## src/rmcw_pkg.sv

```systemverilog
// Package for the receive mode-command record writer.
// Assumes a 16-bit word-addressed shared RAM and one system clock.
package rmcw_pkg;

  // ------------------------------------------------------------
  // Record layout
  // ------------------------------------------------------------
  localparam logic [15:0] OFS_INFO = 16'h0000;
  localparam logic [15:0] OFS_TTAG = 16'h0001;
  localparam logic [15:0] OFS_DATA = 16'h0002;
  localparam logic [4:0] MC_FIRST_DATA = 5'h10;

  // ------------------------------------------------------------
  // Information word bit positions
  // ------------------------------------------------------------
  localparam int BIT_INVALID_WORD = 14;
  localparam int BIT_GAP_OR_BROADCAST_FLAG = 13;
  localparam int BIT_WORD_COUNT = 12;
  localparam int BIT_SYNC_TYPE = 11;
  localparam int BIT_MSG_FAULT = 10;
  localparam int BIT_BUSY = 9;
  localparam int BIT_ILLEGAL = 8;
  localparam int BIT_BUS_SEL = 5;

  // ------------------------------------------------------------
  // Undefined receive mode codes with data
  // ------------------------------------------------------------
  localparam logic [4:0] MC_UNDEF_A = 5'h10;
  localparam logic [4:0] MC_UNDEF_B = 5'h12;
  localparam logic [4:0] MC_UNDEF_C = 5'h13;

  // ------------------------------------------------------------
  // APB register map
  // ------------------------------------------------------------
  localparam logic [7:0] ADDR_CFG = 8'h00;
  localparam logic [7:0] ADDR_ILLEG = 8'h04;
  localparam logic [7:0] ADDR_STATUS = 8'h08;
  localparam logic [7:0] ADDR_IRQ_STAT = 8'h0C;
  localparam logic [7:0] ADDR_IRQ_EN = 8'h10;
  localparam logic [7:0] ADDR_IRQ_CLR = 8'h14;
  localparam logic [7:0] ADDR_LAST_INFO = 8'h18;
  localparam logic [7:0] ADDR_LAST_DATA = 8'h1C;

  localparam int CFG_UNDEF_INV = 0;
  localparam int CFG_GAP_MODE = 1;
  localparam int CFG_GLOBAL_BUSY = 2;

  localparam logic [2:0] CFG_RESET = 3'h0;
  localparam logic [31:0] ILLEG_RESET = 32'h0000_0000;
  localparam logic [1:0] IRQ_EN_RESET = 2'h0;

  // Interrupt status bits: message done (set as the record write starts), message fault
  localparam int IRQ_DONE = 0;
  localparam int IRQ_FAULT = 1;

  typedef enum logic [1:0] {
    RMCW_IDLE,
    RMCW_INFO,
    RMCW_TTAG,
    RMCW_DATA
  } rmcw_state_t;

endpackage

```

## src/rmcw_writer.sv

```systemverilog
// Receive mode-command record writer with APB control registers.
// Assumes the terminal's protocol logic gives one completion pulse per
// receive mode command with its flags, and RAM accepts one write per cycle.
//
// Decided for this implementation: the APB slave port and the register offsets.
`timescale 1ns/1ns

// What this block does
// Codes 0 to 15 get only information and time-tag words.
// Information word at data pointer, time tag at pointer plus one.
// Codes 16 to 31 store their data word at pointer plus two.
// Received mode data is kept in the record and offered to the terminal.
// Undefined codes 16, 18, 19 answered in form when legal and allowed.
// Codes 0 to 15 without data answered in form when legal and allowed.
// Device writes every record word after the message completes.
// Bit 14 flags Manchester or parity error in the data word.
// Gap mode: bit 13 flags activity after or gap before data.
// Broadcast mode: bit 13 flags a broadcast message.
// Bit 12 flags a missing or extra data word.
// Bit 11 flags command sync on the data word.
// Bit 10 summarises bits 11, 12 and 14, and bit 13 in gap mode only.
// Bit 9 flags a busy reply, global or per command.
// Bit 8 mirrors the illegalization bit of the command.
// Host loads nonzero illegalization bits only for illegal-command detection.
// Bit 5 is zero for bus A, one for bus B.
// Bits 4 to 0 hold the mode code.
// Bits 15, 7 and 6 are written as zero.
module rmcw_writer (
  input wire logic i_sys_clk,
  input wire logic i_rst,
  input wire logic i_psel,
  input wire logic i_penable,
  input wire logic i_pwrite,
  input wire logic [7:0] i_paddr,
  input wire logic [31:0] i_pwdata,
  output logic [31:0] o_prdata,
  output logic o_pready,
  output logic o_pslverr,
  input wire logic i_msg_done,
  input wire logic [4:0] i_mode_code,
  input wire logic [15:0] i_data_ptr,
  input wire logic [15:0] i_time_tag,
  input wire logic [15:0] i_mode_data,
  input wire logic i_has_data_word,
  input wire logic i_invalid_word,
  input wire logic i_gap_event,
  input wire logic i_broadcast,
  input wire logic i_word_count_bad,
  input wire logic i_sync_bad,
  input wire logic i_per_command_busy,
  input wire logic i_bus_b,
  output logic [15:0] o_ram_addr,
  output logic [15:0] o_ram_wdata,
  output logic o_ram_we,
  output logic o_busy,
  output logic o_respond_in_form,
  output logic o_busy_reply,
  output logic o_apply_data,
  output logic [15:0] o_applied_data,
  output logic o_irq
);

  // ------------------------------------------------------------
  // Registers
  // ------------------------------------------------------------
  logic [2:0] cfg_ff;
  logic [31:0] illeg_ff;
  logic [1:0] irq_stat_ff;
  logic [1:0] irq_en_ff;
  logic [15:0] info_ff;
  logic [15:0] ttag_ff;
  logic [15:0] data_ff;
  logic [15:0] ptr_ff;
  logic with_data_ff;
  logic apply_ff;
  logic [15:0] applied_ff;
  rmcw_pkg::rmcw_state_t state_ff;
  rmcw_pkg::rmcw_state_t nxt_state;

  // ------------------------------------------------------------
  // APB decode
  // ------------------------------------------------------------
  wire logic acc = i_psel && i_penable;
  wire logic wr = acc && i_pwrite;
  wire logic hit_cfg = i_paddr == rmcw_pkg::ADDR_CFG;
  wire logic hit_illeg = i_paddr == rmcw_pkg::ADDR_ILLEG;
  wire logic hit_stat = i_paddr == rmcw_pkg::ADDR_STATUS;
  wire logic hit_istat = i_paddr == rmcw_pkg::ADDR_IRQ_STAT;
  wire logic hit_ien = i_paddr == rmcw_pkg::ADDR_IRQ_EN;
  wire logic hit_iclr = i_paddr == rmcw_pkg::ADDR_IRQ_CLR;
  wire logic hit_linfo = i_paddr == rmcw_pkg::ADDR_LAST_INFO;
  wire logic hit_ldata = i_paddr == rmcw_pkg::ADDR_LAST_DATA;
  wire logic hit_any = hit_cfg | hit_illeg | hit_stat | hit_istat | hit_ien | hit_iclr
                       | hit_linfo | hit_ldata;

  assign o_pready = 1'b1;
  assign o_pslverr = acc && !hit_any;

  // ------------------------------------------------------------
  // Information word assembly
  // ------------------------------------------------------------
  wire logic has_data = i_mode_code >= rmcw_pkg::MC_FIRST_DATA;
  wire logic illegal = illeg_ff[i_mode_code];
  wire logic undef_data = i_mode_code == rmcw_pkg::MC_UNDEF_A
                          || i_mode_code == rmcw_pkg::MC_UNDEF_B
                          || i_mode_code == rmcw_pkg::MC_UNDEF_C;
  wire logic undefined = undef_data || !has_data;
  wire logic allowed = !illegal && !cfg_ff[rmcw_pkg::CFG_UNDEF_INV];
  wire logic busy_reply = cfg_ff[rmcw_pkg::CFG_GLOBAL_BUSY] || i_per_command_busy;
  wire logic gap_bit = cfg_ff[rmcw_pkg::CFG_GAP_MODE] ? i_gap_event
                                                       : i_broadcast;
  wire logic fault = i_invalid_word || gap_bit && cfg_ff[rmcw_pkg::CFG_GAP_MODE]
                     || i_word_count_bad || i_sync_bad;
  logic [15:0] info_word;

  always_comb begin
    info_word = 16'h0000;
    info_word[rmcw_pkg::BIT_INVALID_WORD] = i_invalid_word;
    info_word[rmcw_pkg::BIT_GAP_OR_BROADCAST_FLAG] = gap_bit;
    info_word[rmcw_pkg::BIT_WORD_COUNT] = i_word_count_bad;
    info_word[rmcw_pkg::BIT_SYNC_TYPE] = i_sync_bad;
    info_word[rmcw_pkg::BIT_MSG_FAULT] = fault;
    info_word[rmcw_pkg::BIT_BUSY] = busy_reply;
    info_word[rmcw_pkg::BIT_ILLEGAL] = illegal;
    info_word[rmcw_pkg::BIT_BUS_SEL] = i_bus_b;
    info_word[4:0] = i_mode_code;
  end

  // In-form answer for undefined codes, busy reply for every code
  assign o_respond_in_form = !undefined || allowed;
  assign o_busy_reply = busy_reply;

  // ------------------------------------------------------------
  // Record write sequencer
  // ------------------------------------------------------------
  wire logic start = i_msg_done && state_ff == rmcw_pkg::RMCW_IDLE;

  always_comb begin
    nxt_state = state_ff;
    unique case (state_ff)
      rmcw_pkg::RMCW_IDLE: if (start) nxt_state = rmcw_pkg::RMCW_INFO;
      rmcw_pkg::RMCW_INFO: nxt_state = rmcw_pkg::RMCW_TTAG;
      rmcw_pkg::RMCW_TTAG: nxt_state = with_data_ff ? rmcw_pkg::RMCW_DATA
                                                    : rmcw_pkg::RMCW_IDLE;
      rmcw_pkg::RMCW_DATA: nxt_state = rmcw_pkg::RMCW_IDLE;
    endcase
  end

  assign o_busy = state_ff != rmcw_pkg::RMCW_IDLE;
  assign o_ram_we = o_busy;
  assign o_ram_addr = state_ff == rmcw_pkg::RMCW_INFO ? ptr_ff + rmcw_pkg::OFS_INFO
                    : state_ff == rmcw_pkg::RMCW_TTAG ? ptr_ff + rmcw_pkg::OFS_TTAG
                    : ptr_ff + rmcw_pkg::OFS_DATA;
  assign o_ram_wdata = state_ff == rmcw_pkg::RMCW_INFO ? info_ff
                     : state_ff == rmcw_pkg::RMCW_TTAG ? ttag_ff : data_ff;
  assign o_apply_data = apply_ff;
  assign o_applied_data = applied_ff;

  always_ff @(posedge i_sys_clk or posedge i_rst) begin
    if (i_rst) begin
      state_ff <= rmcw_pkg::RMCW_IDLE;
      info_ff <= 16'h0000;
      ttag_ff <= 16'h0000;
      data_ff <= 16'h0000;
      ptr_ff <= 16'h0000;
      with_data_ff <= 1'b0;
    end else begin
      state_ff <= nxt_state;
      if (start) begin
        info_ff <= info_word;
        ttag_ff <= i_time_tag;
        data_ff <= i_mode_data;
        ptr_ff <= i_data_ptr;
        with_data_ff <= has_data;
      end
    end
  end

  // Mode data handed to the terminal when a clean data word of a legal command arrived
  always_ff @(posedge i_sys_clk or posedge i_rst) begin
    if (i_rst) begin
      apply_ff <= 1'b0;
      applied_ff <= 16'h0000;
    end else begin
      apply_ff <= start && has_data && i_has_data_word && !fault && !illegal;
      if (start && has_data) begin
        applied_ff <= i_mode_data;
      end
    end
  end

  // ------------------------------------------------------------
  // Control registers and interrupts
  // ------------------------------------------------------------
  wire logic [1:0] irq_set = {start && fault, start};
  wire logic [1:0] irq_clr = (wr && hit_iclr) ? i_pwdata[1:0] : 2'h0;

  always_ff @(posedge i_sys_clk or posedge i_rst) begin
    if (i_rst) begin
      cfg_ff <= rmcw_pkg::CFG_RESET;
      illeg_ff <= rmcw_pkg::ILLEG_RESET;
      irq_en_ff <= rmcw_pkg::IRQ_EN_RESET;
      irq_stat_ff <= 2'h0;
    end else begin
      if (wr && hit_cfg) cfg_ff <= i_pwdata[2:0];
      if (wr && hit_illeg) illeg_ff <= i_pwdata;
      if (wr && hit_ien) irq_en_ff <= i_pwdata[1:0];
      irq_stat_ff <= (irq_stat_ff & ~irq_clr) | irq_set;
    end
  end

  assign o_irq = |(irq_stat_ff & irq_en_ff);

  wire logic [31:0] rd_mux = hit_cfg ? {29'h0, cfg_ff}
                           : hit_illeg ? illeg_ff
                           : hit_stat ? {31'h0, o_busy}
                           : hit_istat ? {30'h0, irq_stat_ff}
                           : hit_ien ? {30'h0, irq_en_ff}
                           : hit_linfo ? {16'h0, info_ff}
                           : hit_ldata ? {16'h0, data_ff} : 32'h0;
  assign o_prdata = (acc && !i_pwrite) ? rd_mux : 32'h0;
endmodule

```

## config.mk

```make
export PLATFORM = sky130hd
export DESIGN_NAME = rmcw_writer
export DESIGN_NICKNAME = d
export VERILOG_FILES = /design/src/rmcw_pkg.sv /design/src/rmcw_writer.sv
export SDC_FILE = /design/constraint.sdc
export NUM_CORES = 1
export LEC_CHECK = 0
export ABC_AREA = 1
export BUFFER_PORTS_ARGS = -buffer_cell sky130_fd_sc_hd__buf_4
export CAP_MARGIN = 20
export CORE_MARGIN = 4
export CORE_UTILIZATION = 54
export DETAILED_ROUTE_END_ITERATION = 6
export PLACE_DENSITY = 0.83
export SYNTH_ARGS = -nofsm -noshare
export SYNTH_HDL_FRONTEND = slang
export SYNTH_SLANG_ARGS = --single-unit
```

## constraint.sdc

```tcl
create_clock -name i_sys_clk -period 5.55 [get_ports i_sys_clk]
set_input_delay 0.2775 -clock i_sys_clk [delete_from_list [all_inputs] [get_ports i_sys_clk]]
set_output_delay 0.2775 -clock i_sys_clk [all_outputs]
set_load 0.01 [all_outputs]
```

# Yosys cells after proc, flatten, opt, wreduce, memory -nomap -nowiden
# Index checks and enable logic that the tools add are counted.
# totals
ff_bits	120
latchBits	0
ram_bits	0
mem_bits_ro	0
word_cells	95
n_memories	0
# classes
n_addsub	2
n_mul	0
div_mod_pow	0
order_cmp	2
eq_ne	14
shifts	0
muxes	19
bitwise_logic	11
reduce_logical	35
# ops
cell	n
2-to-1 mux 16 bit	9
2-to-1 mux 32 bit	3
== test 8 x 5 -> 1 bit, second input constant	4
adder 16 x 1 -> 16 bit, second input constant	1
adder 16 x 2 -> 16 bit, second input constant	1
== test 8 x 4 -> 1 bit, second input constant	2
logical AND 1 bit	16
== test 5 bit, second input constant	3
== test 8 x 3 -> 1 bit, second input constant	1
logical NOT 8 bit	1
logical OR 1 bit	8
case mux 2 bit (4 select lines)	1
logical NOT 1 bit	7
bitwise OR 1 bit	7
< comparator 5 x 6 -> 1 bit, second input constant	1
2-to-1 mux 2 bit	3
binary-select mux 1 bit (select 5 bit)	1
>= comparator 5 bit, second input constant	1
AND 2 bit	2
== test 2 bit, second input constant	2
== test 2 x 1 -> 1 bit, second input constant	1
logical NOT 2 bit	1
2-to-1 mux 1 bit	2
inequality test 2 bit, second input constant	1
other kinds (4)	4

# Depth between registers and ports, before layout
# logic_depth
ltp_word	10
ltp_mapped	13
depth_no_buf	12

# Worst setup path before layout
# OpenSTA, ideal clock, no wires.
# synth_path
path_kind	register to output
from	reg ptr_ff[1]
to	out o_ram_addr[6]
arrival_ns	1.329
slack_ns	3.943
path_stages_with_launch	8
cell_sequence	dfrtp_1 ha_1 inv_1 o21ai_0 inv_1 nor3_2 nand3_1 xor2_1
# synth_via
elab_chain_len	3
word_cells_on_any_way	4
cone_classes	add/sub (2); mux (2)
# synth_lines
item	line	rtl
from (decl)	rmcw_writer.sv:73	logic [15:0] ptr_ff;
from (signal assigned)	rmcw_writer.sv:173	ptr_ff <= i_data_ptr;
adder 16 x 2 -> 16 bit / adder 16 x 1 -> 16 bit (equally long branches)	rmcw_writer.sv:153, rmcw_writer.sv:152	
2-to-1 mux 16 bit *	rmcw_writer.sv:152	: state_ff == rmcw_pkg::RMCW_TTAG ? ptr_ff + rmcw_pkg::OFS_TTAG
2-to-1 mux 16 bit *	rmcw_writer.sv:151	assign o_ram_addr = state_ff == rmcw_pkg::RMCW_INFO ? ptr_ff + rmcw_pkg::OFS_INFO
to (decl)	rmcw_writer.sv:52	output logic [15:0] o_ram_addr,
# Mark *: on every way between the ends. The rest lies on a longest branch, timed or not.

# Worst setup path in the final report
# layout_path
from	reg state_ff[0]
to	out o_ram_addr[13]
# layout_via
elab_chain_len	3
word_cells_on_any_way	4
cone_classes	eq/ne (2); mux (2)
# layout_lines
item	line	rtl
from (decl)	rmcw_writer.sv:77	rmcw_pkg::rmcw_state_t state_ff;
from (signal assigned)	rmcw_writer.sv:161	state_ff <= rmcw_pkg::RMCW_IDLE;
from (signal assigned)	rmcw_writer.sv:168	state_ff <= nxt_state;
== test 2 bit	rmcw_writer.sv:152	
2-to-1 mux 16 bit	rmcw_writer.sv:152	
2-to-1 mux 16 bit *	rmcw_writer.sv:151	
# Marks and branches as above.

==> impl_metrics.tcl <==
set metrics [dict create \
    drc_errors 0 \
    io_buffers 193 \
    critical_path_class "reg -> out" \
    htree_levels 4 \
    gp_routability_congestion 0.937 \
    synth.cell_area_um2 6440 \
    clockBufferDepth 2 \
    wire_per_inst_um 15.6 \
    startpoint_type "flop" \
    path_clk_slew_ps 60 \
    nets 1147 \
    powerDensity_nw_per_um2 469 \
    grt_start_max_net_pins 73 \
    routed-via-count 6241 \
    hold_violations 1 \
    critPathArrivalTime_ps 2560 \
    ys_seq_area_frac 0.466 \
    initial_core_util 0.557 \
    layout.cells.most_common "nand2_1" \
    fin_setup_tns_ps 0 \
    grt_setup_unrepaired "no" \
    finalSetupViolations 0 \
    syn2layout_area_growth_pct 31.7 \
    design_area_um2 8480 \
    place_area_um2 7870 \
    insertedDiodeCount 0 \
    max_slew_margin 0.385 \
    ctsHoldBuffers 0 \
    viasPerCell 5.23 \
    peakVddDrop_mv 0.328 \
    post-route-period-util 0.510 \
    globalRouteOverflowTotal 0 \
    drtIter0Drc 606 \
    fin_crit_ps 2830 \
    die-area_um2 13700 \
    critPathMaxFanout 20 \
    routed_wl_um 18600 \
    fp-row-count 39 \
    grt_pass1_vias 6000 \
    core_um2 11600 \
    end_kind "output port" \
    grt_pass1_wl_um 29300 \
    tightest_slew_ps 920 \
    clock_skew_ps 10.5 \
    total_power_w 0.00398 \
    final_cell_mix "255 x nand2_1, 195 x buf_4, 130 x inv_1, 120 x dfrtp_1, 104 x o21ai_0" \
    synth_edf_count 0 \
    p_leak_nw 4.57 \
    postSynthAreaPerCell_um2 7.47 \
    drtPass1Iterations 5 \
    ioPinCount 195 \
    synth_cell_types 36 \
    grt_use_total 0.275 \
    clk_latency_ps 410 \
    cts.sink_count 120 \
    min_path_type "in -> async" \
    fillers 949 \
    required_ps 5270 \
    ys_seq_elements 120 \
    status "finished, violations left" \
    cts-resized-gates 0 \
    fp.dieW_um 117 \
    final_max_slew_viol_count 0 \
    ys_warn_count 0 \
    die_h_um 117 \
    cts-root-buf "clkbuf_16" \
    fin_util 0.734 \
    cts_made_buffers 17 \
    drv_cap 0 \
    cts_tree "yes" \
    ys.flop_type "dfrtp_1" \
    whs_ps -1.33 \
    antenna_found_initial 0 \
    syn_nets 972 \
    async_reset_ff_frac 1.00 \
    ant_nets 0 \
    netlist_instances 863 \
    layout-drive-gt1-share 0.249 \
    dpl.hpwl_um 13600 \
    fmax_mhz 353 \
    post_cts_buffers 0 \
    violations "negative hold slack" \
]
## path summary, 6_finish.rpt
path                                           to  cells past startpoint           from  slack (ps)
worst max-delay path               o_ram_addr[13]                      8    state_ff[0]        2720
worst min-delay path            o_applied_data[7]                      2          i_rst          -1
worst max register to register       o_apply_data                      8    state_ff[0]        3510
worst min register to register         ttag_ff[5]                      2     ttag_ff[5]         470
max in group asynchronous             illeg_ff[3]                      3          i_rst        4310
min in group i_sys_clk                  ptr_ff[5]                      3  i_data_ptr[5]          60
## Yosys cell counts (2+ instances only)
master / instances / area share
dfrtp_1: 120 / 0.47
a31oi_1: 2 / 0.0019
nand3_1: 30 / 0.023
nor3_2: 13 / 0.020
inv_2: 8 / 0.0047
o21ai_0: 104 / 0.081
o21ai_1: 36 / 0.028
nand2_2: 3 / 0.0029
a21oi_1: 20 / 0.016
buf_2: 10 / 0.0078
nand2_1: 255 / 0.15
nor2_2: 5 / 0.0049
buf_6: 5 / 0.0087
ha_1: 2 / 0.0039
inv_1: 131 / 0.076
mux2_1: 3 / 0.0052
nor2_1: 37 / 0.022
nand4_1: 6 / 0.0058
buf_4: 6 / 0.0070
o22ai_1: 13 / 0.013
buf_1: 2 / 0.0012
xor2_1: 12 / 0.016
clkbuf_1: 15 / 0.0087
nor3_1: 13 / 0.010
## flip-flops by register name, summed over array words and instances (netlist names)
signal	flops
cfg_ff	3
irq_stat_ff	2
o_applied_data	16
info_ff	13
ttag_ff	16
ptr_ff	16
o_apply_data	1
data_ff	16
irq_en_ff	2
with_data_ff	1
illeg_ff	32
state_ff	2
## metrics by stage
| stage | std cells | setup slack [ps] |
|---|---|---|
| after floorplan | 863 | 2090 |
| after global placement | 1162 | 2970 |
| after detailed placement | 1162 | 2880 |
| after CTS | 1194 | 2720 |
| after global routing | 1194 | 2490 |
| final | 1194 | 2720 |
## critical path, stage by stage, from the launching register on
cell     delay (ps)
dfrtp_1         430
nand2_1         510
inv_2           320
nor2_2          240
nand2_1         150
nor2_2          140
nand2_1          80
xnor2_1         140
buf_4           140
## cell families after synthesis
kind of cell    share of synthesized area
simple gates                        0.248
compound gates                      0.144
buf+inv                             0.115
flops                               0.466
xor+xnor                           0.0177
mux                               0.00524
fa+ha+maj                         0.00388
other cells                      0.000582
## report_power, final
group          internal, W  total [W]  leakage, nW  switching, W
Clock             0.000716    0.00114        0.293      0.000425
Sequential         0.00116    0.00136         1.38      0.000193
Combinational     0.000612    0.00148         2.89      0.000867
## area by class of cell
cell class	instances	area (um^2)	share of cell area
repair buffers	195	1460	0.173
well taps	143	179	0.0211
flip-flops and latches	120	3000	0.354
inverters	139	524	0.0618
clock buffers	17	425	0.0501
multi-input cells	565	2700	0.318
clock inverters	15	190	0.0224
## metal layers
metal / vias up / part of all wire / global-route usage
met4: 0 / 0.030 / 0.100
met1: 2890 / 0.43 / 0.380
met5: - / 0 / 0
met3: 39 / 0.078 / 0.0643
met2: 239 / 0.46 / 0.425
li1: 3073 / - / -
(Power assumes the default switching activity.)
